File: config.mk
export PLATFORM = sky130hd
export DESIGN_NAME = scc_regs
export DESIGN_NICKNAME = d
export VERILOG_FILES = /design/src/verilog/scc_pkg.sv /design/src/verilog/scc_regs.sv /design/src/verilog/scc_chan_store.sv
export SDC_FILE = /design/constraint.sdc
export NUM_CORES = 1
export LEC_CHECK = 0
export BUFFER_PORTS_ARGS = -buffer_cell sky130_fd_sc_hd__buf_2
export CORE_ASPECT_RATIO = 0.8
export CORE_MARGIN = 3
export CORE_UTILIZATION = 30
export DETAILED_ROUTE_END_ITERATION = 8
export MAX_ROUTING_LAYER = met4
export PLACE_DENSITY_LB_ADDON = 0.08
export SLEW_MARGIN = 10
export SYNTH_ARGS = -nofsm -noshare
export SYNTH_HDL_FRONTEND = slang
export SYNTH_SLANG_ARGS = --single-unit
File: constraint.sdc
create_clock -name clk -period 2.5 [get_ports clk]
set_clock_uncertainty 0.05 [all_clocks]
set_input_delay 0.5 -clock clk [delete_from_list [all_inputs] [get_ports clk]]
set_output_delay 0.5 -clock clk [all_outputs]
set_load 0.03 [all_outputs]
File: src/verilog/scc_pkg.sv
// Purpose: Constants and types for the synthesizer channel configuration registers
// Assumes: AXI4-Lite slave with 32-bit data, register index = byte address / 4
// Notes: Summary of operation follows
// Summary of operation
// - The transmitter configuration register holds a 2-bit band select in bits 3:2.
// - Four separate integer division registers exist, one each for channels A to D.
// - Each integer register holds 7 bits in 6:0, bit 7 reads zero, reset sets bit 6 only.
// - Each channel has a fractional low byte register at index 0x0A/0x0E/0x12/0x16, reset 0.
// - The synthesizer uses the integer and fractional values of the channel the transmit command picks.
package scc_pkg;
   localparam int unsigned ADDR_W = 8;
   localparam int unsigned DATA_W = 32;
   localparam int unsigned IDX_W = 6;
   localparam int unsigned NUM_CHAN = 4;
   localparam int unsigned INT_W = 7;
   localparam int unsigned BYTE_W = 8;
   // Register indices; byte address is four times the index
   localparam logic [5:0] IDX_TX_CONFIG_0 = 6'h04;
   localparam logic [5:0] IDX_INT [NUM_CHAN] = '{6'h09, 6'h0d, 6'h11, 6'h15};
   localparam logic [5:0] IDX_FRAC [NUM_CHAN] = '{6'h0a, 6'h0e, 6'h12, 6'h16};
   localparam logic [5:0] IDX_STATUS = 6'h1c;
   // Configuration register fields
   localparam int unsigned CFG_STBY_BIT = 7;
   localparam int unsigned CFG_FS_BIT = 4;
   localparam int unsigned CFG_BAND_LSB = 2;
   localparam logic [7:0] CFG_RESET = 8'h06;
   // Channel register reset values
   localparam logic [6:0] INT_RESET = 7'h40;
   localparam logic [7:0] FRAC_RESET = 8'h00;
   // Status register fields
   localparam int unsigned STAT_STBY_BIT = 0;
   localparam int unsigned STAT_FS_BIT = 1;
   localparam int unsigned STAT_BAND_LSB = 2;
   localparam int unsigned STAT_CHAN_LSB = 4;
   // Bus responses
   localparam logic [1:0] RESP_OKAY = 2'h0;
   localparam logic [1:0] RESP_SLVERR = 2'h2;
   typedef enum logic [1:0] {RD_IDLE, RD_FETCH, RD_RESP} scc_rd_state_t;
endpackage

File: src/verilog/scc_regs.sv
// Purpose: Synthesizer channel configuration register bank on AXI4-Lite
// Assumes: Single clock, synchronous active-high reset
// Notes: Transmit command picks the active channel and wakes from standby
module scc_regs
   import scc_pkg::*;
(
   input logic clk,
   input logic rst,
   // AXI4-Lite write address
   input logic awvalid,
   output logic awready,
   input logic [ADDR_W-1:0] awaddr,
   input logic [2:0] awprot,
   // AXI4-Lite write data
   input logic wvalid,
   output logic wready,
   input logic [DATA_W-1:0] wdata,
   input logic [3:0] wstrb,
   // AXI4-Lite write response
   output logic bvalid,
   input logic bready,
   output logic [1:0] bresp,
   // AXI4-Lite read address
   input logic arvalid,
   output logic arready,
   input logic [ADDR_W-1:0] araddr,
   input logic [2:0] arprot,
   // AXI4-Lite read data
   output logic rvalid,
   input logic rready,
   output logic [DATA_W-1:0] rdata,
   output logic [1:0] rresp,
   // Transmit command
   input logic tx_cmd_valid,
   input logic [1:0] tx_cmd_chan,
   // Synthesizer side
   output logic [1:0] band_select,
   output logic failsafe_request,
   output logic standby_request,
   output logic standby_active,
   output logic [1:0] active_chan,
   output logic [INT_W-1:0] int_ratio_value,
   output logic [BYTE_W-1:0] frac_low_byte
);
   logic awready_q, wready_q, bvalid_q, arready_q, rvalid_q;
   logic [1:0] bresp_q, rresp_q;
   logic [DATA_W-1:0] rdata_q;
   logic aw_full_q, w_full_q;
   logic [IDX_W-1:0] wr_idx_q;
   logic [DATA_W-1:0] wdata_q;
   logic [3:0] wstrb_q;
   logic wr_fire;
   logic wr_cfg, wr_chan, wr_is_int;
   logic [1:0] wr_ch;
   logic rd_cfg, rd_chan, rd_is_int, rd_stat;
   logic [1:0] rd_ch;
   logic rd_cfg_q, rd_chan_q, rd_stat_q, rd_hit_q, rd_int_q;
   scc_rd_state_t rd_state_q;
   logic [7:0] cfg_q;
   logic standby_req_q, standby_q;
   logic [1:0] chan_q;
   logic [INT_W-1:0] act_int_q;
   logic [BYTE_W-1:0] act_frac_q;
   logic [7:0] store_rd;
   logic [NUM_CHAN*INT_W-1:0] int_flat;
   logic [NUM_CHAN*BYTE_W-1:0] frac_flat;
   logic [IDX_W-1:0] ar_idx;

   // Port outputs straight from flops
   assign awready = awready_q;
   assign wready = wready_q;
   assign bvalid = bvalid_q;
   assign bresp = bresp_q;
   assign arready = arready_q;
   assign rvalid = rvalid_q;
   assign rdata = rdata_q;
   assign rresp = rresp_q;
   assign band_select = cfg_q[CFG_BAND_LSB +: 2];
   assign failsafe_request = cfg_q[CFG_FS_BIT];
   assign standby_request = standby_req_q;
   assign standby_active = standby_q;
   assign active_chan = chan_q;
   assign int_ratio_value = act_int_q;
   assign frac_low_byte = act_frac_q;

   // Write accepted once both address and data are held
   assign wr_fire = aw_full_q && w_full_q && !bvalid_q;
   assign ar_idx = araddr[ADDR_W-1:2];

   // Write address decode
   always_comb begin
      wr_cfg = (wr_idx_q == IDX_TX_CONFIG_0);
      wr_chan = 1'b0;
      wr_is_int = 1'b0;
      wr_ch = 2'h0;
      for (int i = 0; i < NUM_CHAN; i++) begin
         if (wr_idx_q == IDX_INT[i] || wr_idx_q == IDX_FRAC[i]) begin
            wr_chan = 1'b1;
            wr_is_int = (wr_idx_q == IDX_INT[i]);
            wr_ch = 2'(i);
         end
      end
   end

   // Read address decode
   always_comb begin
      rd_cfg = (ar_idx == IDX_TX_CONFIG_0);
      rd_stat = (ar_idx == IDX_STATUS);
      rd_chan = 1'b0;
      rd_is_int = 1'b0;
      rd_ch = 2'h0;
      for (int i = 0; i < NUM_CHAN; i++) begin
         if (ar_idx == IDX_INT[i] || ar_idx == IDX_FRAC[i]) begin
            rd_chan = 1'b1;
            rd_is_int = (ar_idx == IDX_INT[i]);
            rd_ch = 2'(i);
         end
      end
   end

   // Write address channel
   always_ff @(posedge clk) begin
      if (rst) begin
         awready_q <= 1'b1;
         aw_full_q <= 1'b0;
         wr_idx_q <= '0;
      end else if (awvalid && awready_q) begin
         awready_q <= 1'b0;
         aw_full_q <= 1'b1;
         wr_idx_q <= awaddr[ADDR_W-1:2];
      end else if (bvalid_q && bready) begin
         awready_q <= 1'b1;
         aw_full_q <= 1'b0;
      end
   end

   // Write data channel
   always_ff @(posedge clk) begin
      if (rst) begin
         wready_q <= 1'b1;
         w_full_q <= 1'b0;
         wdata_q <= '0;
         wstrb_q <= 4'h0;
      end else if (wvalid && wready_q) begin
         wready_q <= 1'b0;
         w_full_q <= 1'b1;
         wdata_q <= wdata;
         wstrb_q <= wstrb;
      end else if (bvalid_q && bready) begin
         wready_q <= 1'b1;
         w_full_q <= 1'b0;
      end
   end

   // Write response; unmapped addresses answer SLVERR
   always_ff @(posedge clk) begin
      if (rst) begin
         bvalid_q <= 1'b0;
         bresp_q <= RESP_OKAY;
      end else if (wr_fire) begin
         bvalid_q <= 1'b1;
         bresp_q <= (wr_cfg || wr_chan) ? RESP_OKAY : RESP_SLVERR;
      end else if (bvalid_q && bready) begin
         bvalid_q <= 1'b0;
      end
   end

   // Configuration register; the standby bit is never stored
   always_ff @(posedge clk) begin
      if (rst) begin
         cfg_q <= CFG_RESET & 8'h7f;
      end else if (wr_fire && wr_cfg && wstrb_q[0]) begin
         cfg_q <= {1'b0, wdata_q[6:0]};
      end
   end

   // Standby request pulse and standby state; request wins over wake
   always_ff @(posedge clk) begin
      if (rst) begin
         standby_req_q <= 1'b0;
         standby_q <= 1'b0;
      end else begin
         standby_req_q <= wr_fire && wr_cfg && wstrb_q[0] && wdata_q[CFG_STBY_BIT];
         if (wr_fire && wr_cfg && wstrb_q[0] && wdata_q[CFG_STBY_BIT]) begin
            standby_q <= 1'b1;
         end else if (tx_cmd_valid) begin
            standby_q <= 1'b0;
         end
      end
   end

   // Transmit command picks the active channel
   always_ff @(posedge clk) begin
      if (rst) begin
         chan_q <= 2'h0;
      end else if (tx_cmd_valid) begin
         chan_q <= tx_cmd_chan;
      end
   end

   // Active channel division values for the modulator
   always_ff @(posedge clk) begin
      if (rst) begin
         act_int_q <= INT_RESET;
         act_frac_q <= FRAC_RESET;
      end else begin
         act_int_q <= int_flat[chan_q*INT_W +: INT_W];
         act_frac_q <= frac_flat[chan_q*BYTE_W +: BYTE_W];
      end
   end

   // Read channel state machine
   always_ff @(posedge clk) begin
      if (rst) begin
         rd_state_q <= RD_IDLE;
         arready_q <= 1'b1;
         rvalid_q <= 1'b0;
         rdata_q <= '0;
         rresp_q <= RESP_OKAY;
         rd_cfg_q <= 1'b0;
         rd_chan_q <= 1'b0;
         rd_stat_q <= 1'b0;
         rd_hit_q <= 1'b0;
         rd_int_q <= 1'b0;
      end else begin
         case (rd_state_q)
            RD_IDLE: begin
               if (arvalid && arready_q) begin
                  arready_q <= 1'b0;
                  rd_cfg_q <= rd_cfg;
                  rd_chan_q <= rd_chan;
                  rd_stat_q <= rd_stat;
                  rd_int_q <= rd_chan && rd_is_int;
                  rd_state_q <= RD_FETCH;
               end
            end
            RD_FETCH: begin
               rvalid_q <= 1'b1;
               rd_hit_q <= rd_int_q;
               rresp_q <= (rd_cfg_q || rd_chan_q || rd_stat_q) ? RESP_OKAY : RESP_SLVERR;
               if (rd_cfg_q) begin
                  rdata_q <= {24'h0, cfg_q};
               end else if (rd_chan_q) begin
                  rdata_q <= {24'h0, store_rd};
               end else if (rd_stat_q) begin
                  rdata_q <= {26'h0, chan_q, cfg_q[CFG_BAND_LSB +: 2],
                              cfg_q[CFG_FS_BIT], standby_q};
               end else begin
                  rdata_q <= '0;
               end
               rd_state_q <= RD_RESP;
            end
            RD_RESP: begin
               if (rready) begin
                  rvalid_q <= 1'b0;
                  arready_q <= 1'b1;
                  rd_state_q <= RD_IDLE;
               end
            end
            default: begin
               rd_state_q <= RD_IDLE;
               arready_q <= 1'b1;
               rvalid_q <= 1'b0;
            end
         endcase
      end
   end

   // Channel register storage
   scc_chan_store #(.NCH(NUM_CHAN)) u_store (
      .clk(clk),
      .rst(rst),
      .wr_en(wr_fire && wr_chan && wstrb_q[0]),
      .wr_ch(wr_ch),
      .wr_is_int(wr_is_int),
      .wr_data(wdata_q[7:0]),
      .rd_en(arvalid && arready_q && rd_state_q == RD_IDLE),
      .rd_ch(rd_ch),
      .rd_is_int(rd_is_int),
      .rd_data_q(store_rd),
      .int_flat(int_flat),
      .frac_flat(frac_flat)
   );

   logic cfg_wr_now, int_wr_now, frac_wr_now;
   logic [NUM_CHAN*INT_W-1:0] keep_mask;
   assign cfg_wr_now = wr_fire && wr_cfg && wstrb_q[0];
   assign int_wr_now = wr_fire && wr_chan && wr_is_int && wstrb_q[0];
   assign frac_wr_now = wr_fire && wr_chan && !wr_is_int && wstrb_q[0];

   // Bits of channels other than the one being written
   always_comb begin
      keep_mask = '1;
      keep_mask[wr_ch*INT_W +: INT_W] = '0;
   end
endmodule

File: src/verilog/scc_chan_store.sv
// Purpose: Per-channel integer and fractional low byte storage
// Assumes: One write and one read port, read data registered
// Notes: All channel values are also presented in parallel
module scc_chan_store
   import scc_pkg::*;
#(
   parameter int unsigned NCH = NUM_CHAN
) (
   input logic clk,
   input logic rst,
   input logic wr_en,
   input logic [1:0] wr_ch,
   input logic wr_is_int,
   input logic [7:0] wr_data,
   input logic rd_en,
   input logic [1:0] rd_ch,
   input logic rd_is_int,
   output logic [7:0] rd_data_q,
   output logic [NCH*INT_W-1:0] int_flat,
   output logic [NCH*BYTE_W-1:0] frac_flat
);
   // One integer and one fractional register per channel
   genvar g;
   generate
      for (g = 0; g < NCH; g++) begin : g_chan
         logic [6:0] int_q;
         logic [7:0] frac_q;
         always_ff @(posedge clk) begin
            if (rst) begin
               int_q <= INT_RESET;
               frac_q <= FRAC_RESET;
            end else if (wr_en && wr_ch == 2'(g)) begin
               if (wr_is_int) begin
                  int_q <= wr_data[6:0];
               end else begin
                  frac_q <= wr_data;
               end
            end
         end
         assign int_flat[g*INT_W +: INT_W] = int_q;
         assign frac_flat[g*BYTE_W +: BYTE_W] = frac_q;
      end
   endgenerate

   // Registered read; bit 7 of an integer register reads zero
   always_ff @(posedge clk) begin
      if (rst) begin
         rd_data_q <= 8'h00;
      end else if (rd_en) begin
         if (rd_is_int) begin
            rd_data_q <= {1'b0, int_flat[rd_ch*INT_W +: INT_W]};
         end else begin
            rd_data_q <= frac_flat[rd_ch*BYTE_W +: BYTE_W];
         end
      end
   end
endmodule

==> results of run 1 <==
==> metal layers <==
metal	vias to the layer above	routed length, um	share of wire	track usage
li1	2250	-	-	-
met1	2214	7698	0.47	0.2129
met2	103	7519	0.46	0.2399
met3	15	1047	0.063	0.03706
met4	0	233	0.014	0.05402
met5	-	0	0	-
==> registers in the layout, summed over array words and instances, names as in the netlist, 2 cells and up <==
register	count
u_store.g_chan.frac_q	32
u_store.g_chan.int_q	28
frac_low_byte	8
rdata	8
u_store.rd_data_q	8
wdata_q	8
cfg_q	7
int_ratio_value	7
wr_idx_q	6
active_chan	2
rd_state_q	2
==> cell type report <==
class	count	area (sq um)
clock buffers	24	461.7
clock inverters	6	105.1
fillers	1995	12100
inverters	3	11.26
multi-input cells	448	3049
flip-flops and latches	131	2623
well taps	258	322.8
repair buffers	92	588.1
==> per-stage QoR <==
step	std cells	setup slack [ns]	utilization
6_report	962	0.4248	0.3719
5_1_grt	962	0.2733	0.3719
4_1_cts	962	0.3715	0.3719
3_5_place_dp	932	0.2529	0.3424
3_3_place_gp	932	0.2843	0.3424
2_1_floorplan	651	0.3585	-
==> cells in the mapped netlist (8+ instances only) <==
| master | number | area (sq um) |
|---|---|---|
| mux4_2 | 15 | 337.8 |
| o21ai_0 | 15 | 75.07 |
| nor2_1 | 106 | 397.9 |
| mux2i_1 | 85 | 850.8 |
| nor3_1 | 8 | 40.04 |
| nor2b_1 | 20 | 125.1 |
| clkbuf_1 | 36 | 135.1 |
| nand2_1 | 53 | 198.9 |
| nand2b_1 | 9 | 56.30 |
| a21oi_1 | 33 | 165.2 |
| buf_4 | 28 | 210.2 |
| dfxtp_1 | 131 | 2623 |
==> kinds of logic (layout without fill, tap and decap cells) <==
logic type | count (synthesis) | after routing | synth area share
flops | 131 | 131 | 0.4396
compound gates | 79 | 79 | 0.08851
other cells | 1 | 26 | 0.0006286
simple gates | 232 | 232 | 0.1879
xor+xnor | 4 | 4 | 0.005874
buf+inv | 72 | 125 | 0.06502
mux | 107 | 107 | 0.2125
==> final timing paths <==
| check | to | from | cells past startpoint | slack (ns) |
|---|---|---|---|---|
| worst max-delay path | u_store.g_chan[2].int_q[6] | bvalid | 4 | 0.42 |
| worst min-delay path | wdata_q[2] | wdata[2] | 3 | 0.26 |
| worst max register to register | u_store.g_chan[2].int_q[6] | bvalid | 4 | 0.42 |
| worst min register to register | bresp[1] | bresp[1] | 2 | 0.40 |
==> power by group through the flow <==
stage | registers [W] | logic (W) | clock network [W]
5_1_grt | 0.00221 | 0.000442 | 0.00261
6_report | 0.00221 | 0.000404 | 0.00248
3_3_place_gp | 0.00225 | 0.000405 | 0
3_5_place_dp | 0.00225 | 0.000408 | 0
4_1_cts | 0.00221 | 0.000409 | 0.00254
2_1_floorplan | 0.00223 | 0.000308 | 0
==> worst reg2reg max path: stages (launching register included) <==
cell	delay [ns]
dfxtp_1	0.35
nand4b_1	0.31
nor4_2	0.51
nand3_2	0.36
a211o_1	0.38
==> out/results.ini, run 1 <==
[critical_path]
critPathRequiredTime_ns=2.76
path_cells=nand4b_1, nor4_2, nand3_2, a211o_1
worst-path-max-fanout=8
critPathTopFamily=simple AND/OR/NAND/NOR gates
start_kind=flop
critPathCaptureType=flop
slowest_stage=nor4_2
critPathMaxStageDelay_ns=0.51
critPathBufInv=0
crit_arrival_ns=2.34
critPathKind=reg -> reg

[route]
via_per_inst=4.763
drt_iter0_drc=233
drc_errors=0
wire_per_inst_um=17.15
via_count=4582
wl_mm=16.50
dr.pass1.iters=5
ant_nets=0

[hold_path]
hold_class=in -> reg

[layout]
fin_area_sq_um=7161
final_common_cell=dfxtp_1
area_delta_synth_final_pct=20.03
drive_above_1_share=0.2315
diodes=0
final_nets=761
layout_common_cells=dfxtp_1 (131), nor2_1 (106), mux2i_1 (85), buf_2 (66), nand2_1 (53)

[cts]
clk_pin_slew_ns=0.05
h-tree-depth=4
cts_max_path_buffers=2
post_cts_buffers=0
cts_buffers=17
cts_resized=0
cts_tree=yes
clock-sinks=131
insertion_delay_ns=0.43
hold_buffers=0
cts_root_buf=clkbuf_16

[sta]
whs_ns=0.2625
timing.fmax_mhz=481.9
finalCritPeriodShare=0.8301
slew_violations=0
hold_viol_final=0
setup_tns_ns=0
grt_setup_unrepaired=no
relSlewSlack=0.5361
finalCriticalPeriod_ns=2.075
setup_viol_count_final=0
worst_pin_slew_ns=0.6948

[floorplan]
dieArea_sq_um=21620
start_util=0.3098
rows=45
core_sq_um=19260
io_pins=131
die_width_um=163.7
dieHeight_um=132.1

[power_and_ir_drop]
internal_power_w=0.003849
p_sw_w=0.001237
seqPwrFrac=0.434
fin_total_pwr_w=0.005086
vdd_drop_max_mv=0.3565
leakage_nw=3.135
combinationalPowerShare=0.079
clkPwrFrac=0.487
netSwitchingFraction=0.2432
powerDensity_nw_per_um2=710.3

[placement]
gp_congestion=0.7630
dpl_cell_area_sq_um=6594
hpwl_mm=11.43
io_buffers=67

[logic_synthesis]
synth-edff-count=0
avgSynthCellArea_sq_um=9.530
async_flop_share=0
synth-seq-area-share=0.4396
synth_cells=626
synthDistinctLibCells=50
synth-seq-cells=131
netlist_area_sq_um=5966
yosys_warnings=0
ys.flop_type=dfxtp_1

[global_route]
overflow=0
grt_max_degree=51
antenna_found_initial=0
grt_first_pass_wirelength_mm=25.52
grt_use_total=0.1602
grt_pass1_vias=4594

[flow_run]
cap_viol_max_count=0

[run_status]
status=finished, final reports clean

(Power assumes the default switching activity.)
==> inputs of run 2 (changes only) <==
==> constraint.sdc (replaced) <==
create_clock -name clk -period 1.95 [get_ports clk]
set_clock_uncertainty 0.05 [all_clocks]
set_input_delay 0.39 -clock clk [delete_from_list [all_inputs] [get_ports clk]]
set_output_delay 0.39 -clock clk [all_outputs]
set_load 0.03 [all_outputs]
==> run 2 against run 1 <==
Clock power up 40%. Total power grew 35%. Via count grew 0.81%. Hold slack got worse by 0.11 ns. Routed wire length grew 1.6%. Critical endpoint is now cfg_q[2]. Sequential power is 28% higher. Setup slack got worse by 0.35 ns. Die area did not move.
==> out/results.ini, run 2 (same netlist as run 1, synthesis figures left out) <==
[run_status]
status=finished, final reports clean

[floorplan]
core_sq_um=19260
dieArea_sq_um=21620
rows=45
die_width_um=163.7
io_pins=131
dieHeight_um=132.1
start_util=0.3098

[route]
met2_length_mm=7.647
drc_errors=0
via_per_inst=4.689
met3_length_um=673
wire_per_inst_um=17.02
drt_iter0_drc=329
ant_nets=0
top_layer_used=met4
via_count=4619
wl_mm=16.77
dr.pass1.iters=5
drt-met1-wl_mm=8.294

[sta]
slew_violations=0
layout_setup_ws_ns=0.07488
whs_ns=0.1555
hold_viol_final=0
finalCriticalPeriod_ns=1.875
setup_viol_count_final=0
grt_setup_unrepaired=yes
worst_pin_slew_ns=0.6443
finalCritPeriodShare=0.9616
relSlewSlack=0.5705
timing.fmax_mhz=533.3

[critical_path]
crit_arrival_ns=2.14
critPathKind=reg -> reg
reg2reg_slack_ns=0.07
r2r-end=cfg_q[2]
crit-reg2reg-launch=wr_idx_q[0]
path_cells=nor4b_1, nand2_1, or2_2, a211o_1
start_kind=flop
worst-path-max-fanout=9
critPathCaptureType=flop
critPathBufInv=0
critPathMaxStageDelay_ns=0.46
critPathTopFamily=simple AND/OR/NAND/NOR gates
r2r_cells=4
critPathRequiredTime_ns=2.21
slowest_stage=nor4b_1

[cts]
cts_max_path_buffers=2
cts_root_buf=clkbuf_16
clk_pin_slew_ns=0.06
cts_buffers=17
clock-sinks=131
h-tree-depth=4
cts_tree=yes
insertion_delay_ns=0.43
hold_buffers=0

[layout]
diodes=0
layout_common_cells=dfxtp_1 (130), nor2_1 (106), mux2i_1 (85), buf_2 (66), nand2_1 (53)
area_delta_synth_final_pct=25.02
largest_register_ff_count=32
drive_above_1_share=0.2682
reg_top3=u_store.g_chan.frac_q: 32 flops, u_store.g_chan.int_q: 28 flops
top_register=u_store.g_chan.frac_q
fin_area_sq_um=7458
final_common_cell=dfxtp_1
final_nets=782

[hold_path]
min_path_cells=3
hold_path_end=wdata_q[0]
hp-start=wdata[0]
hold_class=in -> reg

[global_route]
grt_pass1_vias=4612
grt_first_pass_wirelength_mm=26.10
overflow=0
grt_use_total=0.1639
grt_max_degree=56
antenna_found_initial=0

[power_and_ir_drop]
powerDensity_nw_per_um2=920.9
vdd_drop_max_mv=0.4323
fin_total_pwr_w=0.006868
leakage_nw=3.289

[placement]
io_buffers=67
place_ws_ns=-0.1875
hpwl_mm=11.87
dpl_cell_area_sq_um=6782
gp_congestion=0.8060

[flow_run]
cap_viol_max_count=0

-- run 2: changes by cell type in the layout (fill, tap and decap cells not counted), sizes merged --
cell | previous run | this run
bufinv | 3 | 4
buf | 92 | 113
inv | 3 | 4
clkbuf | 24 | 20
clkinvlp | 0 | 4
-- run 2: cell type report --
cell class	count	area, sq um
Inverter	3	11.26
Timing Repair Buffer	113	783.3
Fill cell	1940	11800
Clock buffer	20	466.7
Multi-Input combinational cell	448	3073
Tap cell	258	322.8
Sequential cell	131	2624
Clock inverter	12	177.7
-- run 2: worst max-delay path by stage --
stage | from | end | slack [ns] | depth (start not counted)
final | wr_idx_q[0] | cfg_q[2] | 0.07 | 4
after global routing | wr_idx_q[0] | u_store.g_chan[3].int_q[3] | -0.06 | 6
after CTS | bvalid | u_store.g_chan[3].int_q[3] | 0.02 | 6
after detailed placement | araddr[6] | u_store.rd_data_q[0] | -0.19 | 7
after global placement | araddr[5] | u_store.rd_data_q[0] | -0.14 | 7
after floorplan | bvalid | u_store.g_chan[2].int_q[6] | -0.03 | 4
-- run 2: worst min-delay path, cell delays in order --
cell and delay (ns):
buf_2 0.10, nand2_1 0.04, a21oi_1 0.05
-- run 2: what timing repair did --
action | 4_1_cts | 5_1_grt
setup buffers | 0 | 2
gates resized for setup | 2 | 2
endpoints found under the setup margin | 9 | 37
pin swaps | 0 | 2
-- run 2: metrics by stage --
| stage | setup TNS, ns | utilization | std cells |
|---|---|---|---|
| finish | 0 | 0.3873 | 985 |
| global route | -0.4778 | 0.3873 | 985 |
| CTS | 0 | 0.3862 | 983 |
| detailed placement | -1.321 | 0.3522 | 951 |
| global placement | -0.9383 | 0.3522 | 951 |
| floorplan | -0.1006 | - | 651 |
-- run 2: power by group --
| group | switching (W) | internal [W] |
|---|---|---|
| clock network | 0.00124 | 0.00224 |
| registers | 0.0000921 | 0.00274 |
| logic | 0.000354 | 0.000204 |
-- run 2: layer usage --
layer / vias to the layer above / global-route usage
li1: 2293 / -
met1: 2223 / 0.2244
met2: 91 / 0.2387
met3: 12 / 0.03643
met4: 0 / 0.05543
met5: - / -
